File: config.mk
export PLATFORM = sky130hd
export DESIGN_NAME = ccdw_top
export DESIGN_NICKNAME = d
export VERILOG_FILES = /design/src/hdl/ccdw_pkg.sv /design/src/hdl/ccdw_dsm.sv /design/src/hdl/ccdw_top.sv
export SDC_FILE = /design/constraint.sdc
export NUM_CORES = 1
export LEC_CHECK = 0
export BUFFER_PORTS_ARGS = -buffer_cell sky130_fd_sc_hd__buf_2
export CAP_MARGIN = 10
export CELL_PAD_IN_SITES_DETAIL_PLACEMENT = 0
export CELL_PAD_IN_SITES_GLOBAL_PLACEMENT = 1
export CORE_MARGIN = 3
export CORE_UTILIZATION = 40
export CTS_BUF_LIST = sky130_fd_sc_hd__clkbuf_4 sky130_fd_sc_hd__clkbuf_8
export CTS_CLUSTER_SIZE = 12
export DETAILED_ROUTE_END_ITERATION = 8
export HOLD_SLACK_MARGIN = 0.12
export MAX_ROUTING_LAYER = met4
export PLACE_DENSITY = 0.78
export SETUP_SLACK_MARGIN = 0.15
export SLEW_MARGIN = 30
export SYNTH_ARGS = -nofsm -noshare
export SYNTH_HDL_FRONTEND = slang
export SYNTH_SLANG_ARGS = --single-unit
File: constraint.sdc
create_clock -name pclk -period 3.6 [get_ports pclk]
set_input_delay 0.18 -clock pclk [delete_from_list [all_inputs] [get_ports pclk]]
set_output_delay 0.18 -clock pclk [all_outputs]
set_load 0.01 [all_outputs]
File: src/hdl/ccdw_pkg.sv
// Purpose: constants shared by the charge current setpoint and watchdog block
// Assumes: 40 MHz pclk, APB register access, 32-bit data
// Notes: times are kept in their own units; cycle counts are derived here
package ccdw_pkg;
    localparam int unsigned CLK_HZ = 40_000_000;
    localparam int unsigned WDOG_TIME_MS = 1000;
    localparam int unsigned SLOW_STEP_TIME_MS = 40;
    // least times, exact at this rate
    localparam int unsigned WDOG_CYCLES = (CLK_HZ / 1000) * WDOG_TIME_MS;
    localparam int unsigned SLOW_STEP_CYCLES = (CLK_HZ / 1000) * SLOW_STEP_TIME_MS;

    localparam int CODE_W = 10;
    localparam logic [CODE_W-1:0] CODE_FULL_SCALE = 10'h3ff;
    localparam int PWM_W = 3;
    localparam logic [PWM_W-1:0] PWM_ON_COUNT = 3'h0;

    // register byte addresses
    localparam logic [7:0] ADDR_SETPOINT = 8'h00;
    localparam logic [7:0] ADDR_CHARGER = 8'h04;
    localparam logic [7:0] ADDR_STATUS = 8'h08;

    // setpoint fields
    localparam int SP_CODE_LSB = 0;
    localparam int SP_LOW_BIT = 10;
    // charger fields
    localparam int CH_FIRST_BIT = 0;
    localparam int CH_SECOND_BIT = 1;
    // status fields
    localparam int ST_FIRST_BIT = 0;
    localparam int ST_SECOND_BIT = 1;
    localparam int ST_FEEDBACK_BIT = 2;
    localparam int ST_RUN_BIT = 3;
    localparam int ST_DAC_BIT = 4;
    localparam int ST_EXPIRED_BIT = 5;

    localparam logic [CODE_W-1:0] SP_CODE_RESET = 10'h000;

    typedef enum logic [1:0] {
        CCDW_CHG_IDLE = 2'b00,
        CCDW_CHG_RUN = 2'b01
    } ccdw_chg_e;
endpackage

File: src/hdl/ccdw_dsm.sv
// Purpose: first-order delta-sigma modulator for the current setpoint
// Assumes: step is a one-cycle enable
// Notes: residue kept in 0..1022 so ones density is exactly code/1023
`timescale 1ns/10ps
`default_nettype none
module ccdw_dsm (
    // clock and reset
    input wire logic pclk,
    input wire logic presetn,
    // control
    input wire logic step,
    input wire logic [ccdw_pkg::CODE_W-1:0] code,
    // modulated bit
    output logic bit_out
);
    import ccdw_pkg::*;

    logic [CODE_W-1:0] acc_reg;
    logic [CODE_W-1:0] acc_next;
    logic bit_reg;
    logic bit_next;
    logic [CODE_W:0] sum;

    always_comb begin
        sum = {1'b0, acc_reg} + {1'b0, code};
        acc_next = acc_reg;
        bit_next = bit_reg;
        if (step) begin
            if (sum >= {1'b0, CODE_FULL_SCALE}) begin
                acc_next = CODE_W'(sum - {1'b0, CODE_FULL_SCALE});
                bit_next = 1'b1;
            end else begin
                acc_next = sum[CODE_W-1:0];
                bit_next = 1'b0;
            end
        end
    end

    always_ff @(posedge pclk or negedge presetn) begin
        if (!presetn) begin
            acc_reg <= '0;
            bit_reg <= 1'b0;
        end else begin
            acc_reg <= acc_next;
            bit_reg <= bit_next;
        end
    end

    assign bit_out = bit_reg;
endmodule
`default_nettype wire

File: src/hdl/ccdw_top.sv
// Purpose: charge current setpoint modulator, pack enables and charger watchdog
// Assumes: APB slave with no wait cycles; comparator inputs synchronous to pclk
// Notes: long counts are parameters so simulation can shorten them
`timescale 1ns/10ps
`default_nettype none
module ccdw_top #(
    parameter int unsigned WDOG_COUNT = ccdw_pkg::WDOG_CYCLES,
    parameter int unsigned SLOW_STEP_COUNT = ccdw_pkg::SLOW_STEP_CYCLES
) (
    // clock and reset
    input wire logic pclk,
    input wire logic presetn,
    // apb slave
    input wire logic psel,
    input wire logic penable,
    input wire logic pwrite,
    input wire logic [7:0] paddr,
    input wire logic [31:0] pwdata,
    output logic [31:0] prdata,
    output logic pready,
    output logic pslverr,
    // pack voltage comparators, high when above min_charge_voltage
    input wire logic first_pack_above_min,
    input wire logic second_pack_above_min,
    // charger controls
    output logic current_dac_switch,
    output logic charge_first_pack,
    output logic charge_second_pack,
    output logic feedback_from_second,
    output logic charger_run
);
    import ccdw_pkg::*;

    ////////////////////////////////////////////////////////////////////////
    // register decode

    function automatic logic addr_hit(input logic [7:0] a, input logic [7:0] off);
        addr_hit = (a == off);
    endfunction

    function automatic logic addr_mapped(input logic [7:0] a);
        addr_mapped = addr_hit(a, ADDR_SETPOINT) | addr_hit(a, ADDR_CHARGER)
            | addr_hit(a, ADDR_STATUS);
    endfunction

    logic [31:0] prdata_reg, prdata_next;
    logic pready_reg, pready_next;
    logic pslverr_reg, pslverr_next;
    logic [CODE_W-1:0] code_reg, code_next;
    logic low_reg, low_next;
    logic en_first_reg, en_first_next;
    logic en_second_reg, en_second_next;
    logic expired_reg, expired_next;
    ccdw_chg_e chg_reg, chg_next;
    logic [25:0] wdog_reg, wdog_next;
    logic [20:0] slow_reg, slow_next;
    logic [PWM_W-1:0] pwm_reg, pwm_next;
    logic dac_reg, dac_next;
    logic first_reg, first_next;
    logic second_reg, second_next;
    logic fb_reg, fb_next;
    logic run_reg, run_next;

    logic access_done;
    logic wr_setpoint;
    logic wr_charger;
    logic slow_tick;
    logic dsm_step;
    logic ds_bit;
    logic both_en;
    logic [31:0] status_word;

    ////////////////////////////////////////////////////////////////////////
    // apb slave

    assign access_done = psel & penable & pready_reg;
    assign wr_setpoint = access_done & pwrite & addr_hit(paddr, ADDR_SETPOINT);
    assign wr_charger = access_done & pwrite & addr_hit(paddr, ADDR_CHARGER);

    always_comb begin
        status_word = '0;
        status_word[ST_FIRST_BIT] = first_reg;
        status_word[ST_SECOND_BIT] = second_reg;
        status_word[ST_FEEDBACK_BIT] = fb_reg;
        status_word[ST_RUN_BIT] = run_reg;
        status_word[ST_DAC_BIT] = dac_reg;
        status_word[ST_EXPIRED_BIT] = expired_reg;
    end

    always_comb begin
        // no wait cycle: answer is prepared during the setup phase
        pready_next = psel & ~penable;
        pslverr_next = 1'b0;
        prdata_next = prdata_reg;
        if (psel & ~penable) begin
            pslverr_next = ~addr_mapped(paddr);
            prdata_next = '0;
            if (!pwrite) begin
                unique case (1'b1)
                    addr_hit(paddr, ADDR_SETPOINT): begin
                        prdata_next[SP_CODE_LSB +: CODE_W] = code_reg;
                        prdata_next[SP_LOW_BIT] = low_reg;
                    end
                    addr_hit(paddr, ADDR_CHARGER): begin
                        prdata_next[CH_FIRST_BIT] = en_first_reg;
                        prdata_next[CH_SECOND_BIT] = en_second_reg;
                    end
                    addr_hit(paddr, ADDR_STATUS): prdata_next = status_word;
                    default: prdata_next = '0;
                endcase
            end
        end
    end

    ////////////////////////////////////////////////////////////////////////
    // setpoint, charger enables and watchdog

    always_comb begin
        code_next = code_reg;
        low_next = low_reg;
        if (wr_setpoint) begin
            code_next = pwdata[SP_CODE_LSB +: CODE_W];
            low_next = pwdata[SP_LOW_BIT];
        end
    end

    always_comb begin
        en_first_next = en_first_reg;
        en_second_next = en_second_reg;
        wdog_next = wdog_reg;
        expired_next = expired_reg;
        chg_next = chg_reg;
        unique case (chg_reg)
            CCDW_CHG_IDLE: begin
                if (wr_charger) begin
                    en_first_next = pwdata[CH_FIRST_BIT];
                    en_second_next = pwdata[CH_SECOND_BIT];
                    wdog_next = '0;
                    expired_next = 1'b0;
                    if (pwdata[CH_FIRST_BIT] | pwdata[CH_SECOND_BIT]) begin
                        chg_next = CCDW_CHG_RUN;
                    end
                end
            end
            CCDW_CHG_RUN: begin
                if (wr_charger) begin
                    // any write restarts the interval, even with the same data
                    en_first_next = pwdata[CH_FIRST_BIT];
                    en_second_next = pwdata[CH_SECOND_BIT];
                    wdog_next = '0;
                    if (!(pwdata[CH_FIRST_BIT] | pwdata[CH_SECOND_BIT])) begin
                        chg_next = CCDW_CHG_IDLE;
                    end
                end else if (wdog_reg == 26'(WDOG_COUNT - 1)) begin
                    en_first_next = 1'b0;
                    en_second_next = 1'b0;
                    expired_next = 1'b1;
                    chg_next = CCDW_CHG_IDLE;
                end else begin
                    wdog_next = wdog_reg + 26'h1;
                end
            end
        endcase
    end

    ////////////////////////////////////////////////////////////////////////
    // pack selection

    assign both_en = en_first_reg & en_second_reg;

    always_comb begin
        run_next = (chg_reg == CCDW_CHG_RUN);
        first_next = 1'b0;
        second_next = 1'b0;
        if (chg_reg == CCDW_CHG_RUN) begin
            if (low_reg) begin
                // no voltage qualification; second pack only if it is alone
                first_next = en_first_reg;
                second_next = en_second_reg & ~en_first_reg;
            end else if (both_en) begin
                first_next = first_pack_above_min;
                second_next = second_pack_above_min;
            end else begin
                first_next = en_first_reg;
                second_next = en_second_reg;
            end
        end
        fb_next = first_next & second_next;
    end

    ////////////////////////////////////////////////////////////////////////
    // modulator timing and output

    // slow step pulse; restarts on a setpoint write so the first slow bit
    // is a full period long
    assign slow_tick = (slow_reg == 21'(SLOW_STEP_COUNT - 1));
    assign dsm_step = low_reg ? slow_tick : 1'b1;

    always_comb begin
        slow_next = slow_reg + 21'h1;
        if (slow_tick | ~low_reg | wr_setpoint) begin
            slow_next = '0;
        end
        pwm_next = pwm_reg + 3'h1;
        if (low_reg) begin
            dac_next = ds_bit & (pwm_reg == PWM_ON_COUNT);
        end else begin
            dac_next = ds_bit;
        end
    end

    ccdw_dsm u_dsm (
        .pclk(pclk),
        .presetn(presetn),
        .step(dsm_step),
        .code(code_reg),
        .bit_out(ds_bit)
    );

    always_ff @(posedge pclk or negedge presetn) begin
        if (!presetn) begin
            prdata_reg <= '0;
            pready_reg <= 1'b0;
            pslverr_reg <= 1'b0;
            code_reg <= SP_CODE_RESET;
            low_reg <= 1'b0;
            en_first_reg <= 1'b0;
            en_second_reg <= 1'b0;
            expired_reg <= 1'b0;
            chg_reg <= CCDW_CHG_IDLE;
            wdog_reg <= '0;
            slow_reg <= '0;
            pwm_reg <= '0;
            dac_reg <= 1'b0;
            first_reg <= 1'b0;
            second_reg <= 1'b0;
            fb_reg <= 1'b0;
            run_reg <= 1'b0;
        end else begin
            prdata_reg <= prdata_next;
            pready_reg <= pready_next;
            pslverr_reg <= pslverr_next;
            code_reg <= code_next;
            low_reg <= low_next;
            en_first_reg <= en_first_next;
            en_second_reg <= en_second_next;
            expired_reg <= expired_next;
            chg_reg <= chg_next;
            wdog_reg <= wdog_next;
            slow_reg <= slow_next;
            pwm_reg <= pwm_next;
            dac_reg <= dac_next;
            first_reg <= first_next;
            second_reg <= second_next;
            fb_reg <= fb_next;
            run_reg <= run_next;
        end
    end

    assign prdata = prdata_reg;
    assign pready = pready_reg;
    assign pslverr = pslverr_reg;
    assign current_dac_switch = dac_reg;
    assign charge_first_pack = first_reg;
    assign charge_second_pack = second_reg;
    assign feedback_from_second = fb_reg;
    assign charger_run = run_reg;
endmodule
`default_nettype wire

* Word level (Yosys, flattened, before mapping)
Cells that the tools add are included.
Operators by class: mux-type cells 36, bitwise operators 19, $lt $le $gt $ge 1, equality and inequality tests 12, add/subtract/negate cells 5, reduce and logical (&&, ||, !) cells 7
Operator list (count):
- $mux 26 | 3
- $pmux 26 s2 | 1
- $add 26x1->26 const B | 1
- $eq 26x26->1 const B | 1
- $add 21x1->21 const B | 1
- $eq 21x21->1 const B | 1
- $mux 21 | 1
- $mux 1 | 18
- $pmux 9 s2 | 1
- $add 10x10->11 | 1
- $ge 11x10->1 const B | 1
- $mux 11 | 1
- $and 1x1->1 | 10
- $mux 10 | 1
- $mux 2 | 5
- $sub 10x10->10 const B | 1
- $eq 8x3->1 const B | 1
- $eq 8x4->1 const B | 1
- $logic_not 8->1 | 1
- $ne 2x2->1 const B | 3
- $ne 3x3->1 const B | 2
- $pmux 1 s2 | 3
- $pmux 2 s3 | 1
- $or 1x1->1 | 5
- other kinds (11) | 15
Storage, ports and cells: word-level logic and storage cells 99, bits in registers 116, bits of input ports 47, output and inout bits 39

* Longest topological paths before layout
Gate-level depths: netlist of the first run.
depth after elaboration 6, mapped depth 10, gate-level depth less buffers 10

* Cells and area by module
A second synthesis of the first run with hierarchy kept.
Unflattened totals: cells, all modules 534, area, all modules 5282.6 um^2
By module, submodules not included:
- ccdw_top | times used 1, area each 4106.4 um^2, seq. area each 2077.0 um^2, cells each 402
- ccdw_dsm | times used 1, area each 1176.1 um^2, seq. area each 275.3 um^2, cells each 132

* Worst setup path before layout of the first run
Ideal clock, no wire load.
path type register -> register, start register code_reg[0], end register u_dsm.acc_reg[4], library setup time 0.141 ns, path buffers 0, stages on the path, launching flop included 10, slack 0.659 ns, period minus slack after synthesis 2.941 ns, required time 3.459 ns, data arrival time 2.800 ns, path through dfrtp_1 ha_1 fa_1 a21o_2 a221oi_1 xor2_1 a211o_1 o41ai_4 a21o_2 a31oi_1
Between the ends: cells in the longest elaborated chain, start to end 3, elaborated cells between the ends (all ways) 4, classes of those cells add/sub: 2; order compare: 1; mux: 1
Ends and longest elaborated chain:
- start, declared | RTL line ccdw_top.sv:49 | logic [CODE_W-1:0] code_reg, code_next;
- start signal, assigned | RTL line ccdw_top.sv:243 | code_reg <= code_next;
- $add 10x10->11 (*) | RTL line ccdw_dsm.sv:25 | sum = {1'b0, acc_reg} + {1'b0, code};
- $sub 10x10->10 or $ge 11x10->1 (tied branches) | RTL line ccdw_dsm.sv:30, ccdw_dsm.sv:29
- $mux 10 (*) | RTL line ccdw_dsm.sv:29 | if (sum >= {1'b0, CODE_FULL_SCALE}) begin
- end signal, assigned | RTL line ccdw_dsm.sv:44 | acc_reg <= acc_next;
- end, declared | RTL line ccdw_dsm.sv:18 | logic [CODE_W-1:0] acc_reg;
Mark *: on every way between the ends. The rest lies on a longest branch, timed or not. A chain may end at the register's enable or synchronous reset.

* Final worst setup path of the first run
Ends and elaborated chain as after synthesis.

==> results of run 1 <==
[power breakdown]
part	switching [W]	internal (W)	leakage [nW]
combinational	0.000153	0.000121	1.31
sequential	0.0000583	0.00112	1.26
clock	0.000373	0.000420	0.113
total	0.000585	0.00166	2.69
[cells in the final DEF, fill, tap and decap left out, types with 10 or more instances in the layout]
master	instances
clkbuf_8	10
nor2_1	78
and3_1	11
xnor2_1	21
inv_1	18
dlygate4sd3_1	13
mux2_2	13
nor3_1	10
conb_1	21
nand4_1	13
dfrtp_1	94
buf_2	42
ha_1	15
nand3_1	19
a21oi_1	11
nand2_1	39
xor2_1	30
o21ai_0	17
[repair_timing]
action,in CTS,in global routing
hold buffers,13,0
setup buffers,0,1
endpoints found under the hold margin,84,0
setup endpoints to repair,0,4
[cells by family (layout without fill, tap and decap cells)]
logic type / count (synthesis) / after routing / share of synthesized area (%)
other: 1 / 21 / 0.0739
XOR/XNOR: 51 / 51 / 8.81
multiplexers: 20 / 20 / 4.27
flip-flops: 94 / 94 / 46.4
AND/OR/NAND/NOR: 211 / 211 / 20.0
buffers and inverters: 52 / 98 / 5.43
adder cells (fa/ha/maj): 16 / 16 / 4.09
AO/OA/AOI/OAI: 76 / 76 / 11.0
[worst max path at each step]
stage                       endpoint  slack, ns  cells after the start
floorplan           u_dsm.acc_reg[4]       0.66                      9
global placement    u_dsm.acc_reg[4]       0.36                      9
detailed placement  u_dsm.acc_reg[4]       0.36                      9
CTS                 u_dsm.acc_reg[4]       0.34                      9
global route        u_dsm.acc_reg[4]       0.19                     12
finish              u_dsm.acc_reg[4]       0.35                     12
[metal layers]
metal  track usage (%)  part of all wire (%)  vias to the layer above
met1              21.9                    50                     1840
met4              5.65                   1.7                        0
li1                  -                     -                     1902
met3              2.49                   4.2                       16
met5                 -                     0                        -
met2              23.6                    44                       87
[cell type report]
cell class	count	area, sq um	share of cell area (%)
Multi-Input combinational cell	395	2530	43.7
Timing Repair Buffer	64	412	7.10
Inverter	18	67.6	1.16
Clock inverter	5	81.3	1.40
Sequential cell	94	2350	40.6
Clock buffer	11	145	2.50
Tap cell	168	210	3.62
[per-stage QoR]
stage               std cells  power (W)
floorplan                 541    0.00139
global placement          725    0.00145
detailed placement        725    0.00146
CTS                       754    0.00227
global route              755    0.00236
finish                    755    0.00224
[critical path, stage by stage, from the launching register on]
cell and delay, ns:
dfrtp_1 0.41, ha_1 0.24, fa_1 0.55, ha_1 0.26, nand2_1 0.06, or4_1 0.40, o311ai_0 0.10, buf_4 0.19
o21bai_1 0.13, o41ai_4 0.36, buf_4 0.21, a21o_2 0.13, a31oi_1 0.07
==> impl_metrics.toml, run 1 <==
[place]
dp_hpwl_um = 7430
place_area_sq_um = 5430
port_buffers = 43
dp_slack_ns = 0.360
gp_congestion = 0.852

[layout]
areaGrowthSynthToFinish_pct = 14.4
utilization_pct = 47.5
fill_cells = 1182
fin_area_sq_um = 5800
nets = 645
diodes = 0
drive_gt1_share_pct = 15.8
largest_reg_flops = 26

[yosys]
synth_cells = 521
yosysMostFrequentCell = "dfrtp_1"
synth_area_leaders = "dfrtp_1 (46%), nor2_1 (5.8%), xor2_1 (5.2%), ha_1 (3.7%), xnor2_1 (3.6%)"
netlist_area_sq_um = 5070
synth_flop_cell = "dfrtp_1"
synth_edf_count = 0
yosys_warnings = 0
ys_seq_elements = 94
synth_common_cells = "dfrtp_1 (94), nor2_1 (78), nand2_1 (39), xor2_1 (30)"
async_flop_share_pct = 100
ys_seq_area_share_pct = 46.4
syn_avg_cell_area_sq_um = 9.74
synth_area_leader_cell = "dfrtp_1"
synth_top_area_share_pct = 46.4
ys_types = 60

[min_path]
whs_path_depth = 3
min-delay-start = "pwrite"
hold_end = "prdata[0]"
hp-class = "input port to flop"

[sta]
worst_pin_slew_ns = 0.874
fin_crit_ns = 3.25
relSlewSlack_pct = 41.3
max_clock_freq_mhz = 307
clock_skew_ns = 0.0103
finalSetupTns_ns = 0
setup_slack_ns = 0.347
hold_violations = 0
slew_viol_final = 0
rsz0062_at_grt = "false"
holdWs_ns = 0.165
fin_crit_sh_pct = 90.4
setup_viol = 0

[worst_setup_path]
reg2reg_slack_ns = 0.35
r2r-start = "code_reg[0]"
worstReg2RegEnd = "u_dsm.acc_reg[4]"
path_class = "flop to flop"
rr_worst_depth = 12
critPathRequiredTime_ns = 3.81
worstSetupEndpointType = "flop"
critPathLaunchType = "flop"
critPathArrivalTime_ns = 3.46
cp-startpoint = "code_reg[0]"
crit_fanout = 7

[grt]
grt_max_degree = 71
grt_first_pass_wirelength_um = 18000
track_usage_pct = 15.8
grt_pass1_vias = 3735
grt_remaining_overflow = 0
antenna_found_initial = 0

[floorplanning]
start_util_pct = 41.5
die-area_sq_um = 14100
core-area_sq_um = 12200
die_w_um = 119
die_h_um = 119
io_pins = 86
row_count = 40

[job]
cap_violations = 0

[clocking]
cts_buffer_depth = 2
cts_sinks = 94
tritoncts = "built"
root_buffer = "clkbuf_8"
numCtsBuffers = 9
cts_resized = 0
cts_max_level = 3
worst_skew_pair.late_latency_ns = 0.36
clkTransAtPathRegs_ns = 0.09

[run_status]
outcome = "complete, no violations"

[drt]
viasPerCell = 5.09
drc = 0
dr.pass1.iters = 4
routed-via-count = 3845
wire_per_inst_um = 13.8
routed_wl_um = 10400
drtIter0Drc = 201
ant_nets = 0

[power]
pwr_density_cell_nw_per_um2 = 386
p_leak_nw = 2.69
irDropWorstVdd_mv = 0.170
Power figures use the tool's default switching activity.
==> run 2: changes to the inputs <==
- RECOVER_POWER: default -> 100
==> run 2 against run 1 <==
  * Clock power about the same
  * Largest power group unchanged
  * Setup slack got worse by 0.079 ns
  * Cell area shrank 0.91%
  * Cell count unchanged
  * The flow now finishes with violations (max-capacitance violations, max-slew violations)
  * First-iteration DRC count increased by 7.5%
  * Global-route usage unchanged
  * Worst hold slack worse by 0.0043 ns
==> impl_metrics.toml, run 2 (synthesis results as in run 1) <==
[clocking]
cts_buffer_depth = 2
cts_sinks = 94
tritoncts = "built"
numCtsBuffers = 9
root_buffer = "clkbuf_8"
cts_max_level = 3
worst_skew_pair.late_latency_ns = 0.36
clkTransAtPathRegs_ns = 0.09

[power]
seqPwrFrac_pct = 52.4
pwr_density_cell_nw_per_um2 = 390
internal_power_w = 0.00166
p_leak_nw = 2.60
switchingPower_w = 0.000584
p_comb_share_pct = 12.2
irDropWorstVdd_mv = 0.167
p_sw_share_pct = 26.1
p_clk_share_pct = 35.4

[worst_setup_path]
crit_fanout = 7
crit_slowest_cell = "fa_1"
cpPeakStageDelay_ns = 0.55
critPathRequiredTime_ns = 3.79
crit_buf_inv = 2
worstSetupEndpointType = "flop"
crit_top_cell = "ha_1"
crit_chain = "ha_1, fa_1, ha_1, nand2_1, or4_1, o311ai_0, clkbuf_1, o21bai_1, o41ai_4, buf_4, a21o_2, a31oi_1"
critPathLaunchType = "flop"
path_class = "flop to flop"
cp_top_family = "adder cells"
critPathArrivalTime_ns = 3.53

[layout]
mostFrequentLayoutCells = "dfrtp_1 (94), nor2_1 (78), nand2_1 (39)"
nets = 645
fill_cells = 1203
utilization_pct = 47.1
largest_reg_flops = 26
drive_gt1_share_pct = 11.9
fin_area_sq_um = 5750
areaGrowthSynthToFinish_pct = 13.3
mostFrequentLayoutCell = "dfrtp_1"
diodes = 0

[drt]
viasPerCell = 5.06
dr.pass1.iters = 4
routed_wl_um = 10400
routed-via-count = 3818
ant_nets = 0
drtIter0Drc = 216
wire_per_inst_um = 13.8
drc = 0

[floorplanning]
die-area_sq_um = 14100
start_util_pct = 41.5
io_pins = 86
die_h_um = 119
row_count = 40
die_w_um = 119
core-area_sq_um = 12200

[grt]
grt_pass1_vias = 3735
antenna_found_initial = 0
track_usage_pct = 15.8
grt_remaining_overflow = 0
grt_max_degree = 71
grt_first_pass_wirelength_um = 18000

[sta]
holdWs_ns = 0.161
setup_viol = 0
slew_viol_final = 71
relSlewSlack_pct = -12.8
worst_pin_slew_ns = 1.69
finalSetupTns_ns = 0
max_clock_freq_mhz = 300
fin_crit_sh_pct = 92.5
rsz0062_at_grt = "false"
hold_violations = 0
clock_skew_ns = 0.0114
fin_crit_ns = 3.33

[run_status]
violations = "max-capacitance violations, max-slew violations"
outcome = "complete, but fails checks"

[place]
gp_congestion = 0.852
dp_hpwl_um = 7430
port_buffers = 43
place_area_sq_um = 5430

[min_path]
hp-class = "input port to flop"

[job]
cap_violations = 1
-- run 2: changes by cell type in the layout (fill, tap and decap cells not counted), sizes merged --
cell and change:
buf -24, clkbuf +24
-- run 2: tightest hold or removal path, cell delays in order --
cell and delay, ns:
buf_2 0.10, nand2b_1 0.13, o31ai_1 0.08
-- run 2: worst paths after layout --
kind / startpoint / slack, ns / endpoint / cells past startpoint
min reg2reg: pwm_reg[0] / 0.45 / pwm_reg[0] / 1
min: pwrite / 0.16 / prdata[0] / 3
max reg2reg: code_reg[0] / 0.27 / u_dsm.acc_reg[4] / 12
max: code_reg[0] / 0.27 / u_dsm.acc_reg[4] / 12
min in group asynchronous: presetn / 0.77 / wdog_reg[7] / 2
max in group asynchronous: presetn / 0.80 / low_reg / 3
-- run 2: repair_timing --
item,in CTS,in global routing
buffers inserted,0,1
endpoints found under the hold margin,84,0
hold buffers,13,0
endpoints found under the setup margin,0,4
resized for setup,0,0
-- run 2: area by class of cell --
| class | instances | area [sq um] | area share, % |
|---|---|---|---|
| multi-input cells | 395 | 2530 | 43.9 |
| flip-flops and latches | 94 | 2350 | 40.9 |
| repair buffers | 64 | 365 | 6.36 |
| well taps | 168 | 210 | 3.66 |
| clock buffers | 11 | 145 | 2.53 |
| clock inverters | 5 | 81.3 | 1.41 |
| inverters | 18 | 67.6 | 1.18 |
-- run 2: through the flow --
| step | power (W) | worst slack [ns] | cells |
|---|---|---|---|
| floorplan | 0.00139 | 0.659 | 541 |
| global placement | 0.00145 | 0.360 | 725 |
| detailed placement | 0.00146 | 0.360 | 725 |
| CTS | 0.00227 | 0.341 | 754 |
| global route | 0.00235 | 0.109 | 755 |
| finish | 0.00224 | 0.269 | 755 |
-- run 2: routing by layer --
layer | vias up | global-route usage, % | share of wire [%]
li1 | 1900 | - | -
met1 | 1820 | 21.9 | 51
met2 | 85 | 23.6 | 44
met3 | 13 | 2.49 | 3.9
met4 | 0 | 5.65 | 1.6
met5 | - | - | 0
-- run 2: power by group through the flow --
stage / combinational, W / clock [W] / sequential [W]
finish: 0.000273 / 0.000793 / 0.00117
global placement: 0.000255 / 0 / 0.00119
detailed placement: 0.000262 / 0 / 0.00119
global route: 0.000309 / 0.000861 / 0.00118
CTS: 0.000276 / 0.000821 / 0.00117
floorplan: 0.000207 / 0 / 0.00118
==> run 3: changes to the inputs <==
- PLACE_DENSITY: 0.78 -> 0.77
- SYNTH_HIERARCHICAL: default -> 1
==> run 3 against run 2 <==
  * The run now ends clean
  * Via count up 3.6%
  * Utilization decreased by 1.5 points
  * Clock power shrank 2%
  * Global-route usage is essentially flat
  * Sequential share of layout area decreased by 0.55 points
  * Largest power group unchanged
  * Non-clock buffer count is 3 lower
  * Cell count grew 1.1%
  * Die area up 3.9%
  * First-iteration DRC count up 38%
  * Largest cell class unchanged
  * Clock-buffer cell count did not move
==> impl_metrics.toml, run 3 <==
[run_status]
outcome = "complete, no violations"

[yosys]
synth_top_area_share_pct = 44.5
yosys_warnings = 6
yosysMostFrequentCell = "dfrtp_1"
synth_cells = 534
synth_area_leader_cell = "dfrtp_1"
netlist_area_sq_um = 5280
ys_seq_elements = 94
synth_common_cells = "dfrtp_1 (94), nor2_1 (67), nand2_1 (35), xor2_1 (33), nand3_1 (25)"
synth_flop_cell = "dfrtp_1"
async_flop_share_pct = 100
syn_avg_cell_area_sq_um = 9.89
synth_edf_count = 0
ys_types = 70
ys_seq_area_share_pct = 44.5
synth_area_leaders = "dfrtp_1 (45%), xor2_1 (5.5%), nor2_1 (4.8%), ha_1 (3.8%), buf_4 (3.0%)"

[place]
port_buffers = 43
dp.cells = 734
dp_hpwl_um = 7930
gp_congestion = 0.844

[power]
pwr_density_cell_nw_per_um2 = 379
internal_power_w = 0.00163
p_clk_share_pct = 35.0
p_leak_nw = 2.59
p_comb_share_pct = 11.8
irDropWorstVdd_mv = 0.178
seqPwrFrac_pct = 53.2
switchingPower_w = 0.000582
p_sw_share_pct = 26.3

[worst_setup_path]
worstSetupEndpointType = "flop"
critPathRequiredTime_ns = 3.84
crit_fanout = 7
critPathArrivalTime_ns = 3.37
critPathLaunchType = "flop"
path_class = "flop to flop"

[layout]
drive_gt1_share_pct = 10.2
register_area_sq_um = 2350
fill_cells = 1217
finalNonFillerCells = 763
nets = 650
multi_input_area_sq_um = 2650
mostFrequentLayoutCell = "dfrtp_1"
mostFrequentLayoutCells = "dfrtp_1 (94), nor2_1 (67), nand2_1 (35)"
diodes = 0
areaGrowthSynthToFinish_pct = 10.3
largest_reg_flops = 26

[grt]
grt_first_pass_wirelength_um = 18200
grt_pass1_vias = 3734
antenna_found_initial = 0
grt_remaining_overflow = 0
track_usage_pct = 15.8
grt_max_degree = 47

[floorplanning]
io_pins = 86
die_h_um = 121
die_w_um = 121
row_count = 41
core-area_sq_um = 12800
start_util_pct = 41.4
die-area_sq_um = 14600

[clocking]
clkTransAtPathRegs_ns = 0.09
cts_buffer_depth = 2
tritoncts = "built"
root_buffer = "clkbuf_8"
cts_max_level = 3
numCtsBuffers = 9
post_cts_buffers = 0
worst_skew_pair.late_latency_ns = 0.36
cts_resized = 0
cts_sinks = 94

[drt]
routed_wl_um = 10900
dr.pass1.iters = 4
routed-via-count = 3954
drtIter0Drc = 298
wire_per_inst_um = 14.3
viasPerCell = 5.18
drc = 0
ant_nets = 0

[min_path]
hp-class = "input port to flop"

[sta]
rsz0062_at_grt = "false"
slew_viol_final = 0
worst_pin_slew_ns = 1.46
fin_crit_ns = 3.13
setup_viol = 0
finalSetupTns_ns = 0
hold_violations = 0
relSlewSlack_pct = 2.64
holdWs_ns = 0.149
fin_crit_sh_pct = 86.8
clock_skew_ns = 0.0110
max_clock_freq_mhz = 320

[job]
cap_violations = 0
## run 3: cell count changes after synthesis, sizes merged, moves of 5 or more
cell    change
nand4       +6
buf        +11
a21oi      +13
o21ai       +5
clkbuf      -5
nand3       +7
xnor2      -11
inv         -7
nor2       -11
## run 3: layer usage
metal | wire length [um] | up-vias | global-route usage (%)
li1 | - | 1973 | -
met1 | 5300 | 1887 | 21.9
met2 | 5030 | 83 | 24.1
met3 | 411 | 11 | 2.00
met4 | 159 | 0 | 5.67
met5 | 0 | - | -
## run 3: critical path, cell delays in order, from the launching register on
cell and delay (ns):
dfrtp_1 0.41, ha_1 0.24, fa_1 0.41, a21o_1 0.21, a221oi_1 0.32, xor2_1 0.38
a21oi_1 0.19, a41oi_4 0.39, xnor2_1 0.12, mux2_1 0.31
## run 3: final timing paths
| kind | start | depth (start not counted) | end | slack, ns |
|---|---|---|---|---|
| max in group asynchronous | presetn | 3 | wdog_reg[15] | 1.10 |
| min in group asynchronous | presetn | 2 | code_reg[9] | 0.70 |
| hold reg to reg | pwm_reg[0] | 1 | pwm_reg[0] | 0.46 |
| setup / recovery | code_reg[0] | 9 | u_dsm/acc_reg[0] | 0.47 |
| hold / removal | pwrite | 3 | prdata[0] | 0.15 |
| setup reg to reg | code_reg[0] | 9 | u_dsm/acc_reg[0] | 0.47 |
## run 3: timing repair
action                                 4_1_cts  5_1_grt
endpoints found under the hold margin       40        0
hold buffers                                13        0
setup endpoints to repair                    0        0
## run 3: metrics by stage
| stage | cell area [sq um] | utilization, % | setup slack [ns] | total power, W |
|---|---|---|---|---|
| after floorplan | 5360 | - | 0.995 | 0.00138 |
| after global placement | 5580 | 43.7 | 0.718 | 0.00145 |
| after detailed placement | 5580 | 43.7 | 0.696 | 0.00145 |
| after CTS | 5930 | 46.4 | 0.673 | 0.00225 |
| after global routing | 5830 | 45.6 | 0.345 | 0.00233 |
| final | 5830 | 45.6 | 0.474 | 0.00221 |
## run 3: cell type report
type,instances,area share [%]
clock inverters,5,1.40
multi-input cells,409,45.5
repair buffers,61,5.97
inverters,11,0.709
well taps,172,3.69
clock buffers,11,2.38
flip-flops and latches,94,40.4
## run 3: power by group through the flow
| stage | combinational, W | clock (W) | sequential, W |
|---|---|---|---|
| 5_1_grt | 0.000295 | 0.000852 | 0.00118 |
| 2_1_floorplan | 0.000200 | 0 | 0.00118 |
| 3_5_place_dp | 0.000260 | 0 | 0.00119 |
| 6_report | 0.000260 | 0.000774 | 0.00117 |
| 3_3_place_gp | 0.000252 | 0 | 0.00119 |
| 4_1_cts | 0.000272 | 0.000802 | 0.00117 |
## run 3: kinds of logic (layout without fill, tap and decap cells)
| kind of cell | Yosys count | count (layout) | synth area share (%) |
|---|---|---|---|
| other | 1 | 21 | 0.0710 |
| AND/OR/NAND/NOR | 213 | 213 | 21.3 |
| XOR/XNOR | 44 | 44 | 7.44 |
| adder cells (fa/ha/maj) | 17 | 17 | 4.17 |
| multiplexers | 21 | 21 | 4.33 |
| buffers and inverters | 51 | 88 | 5.61 |
| flip-flops | 94 | 94 | 44.5 |
| AO/OA/AOI/OAI | 93 | 93 | 12.5 |
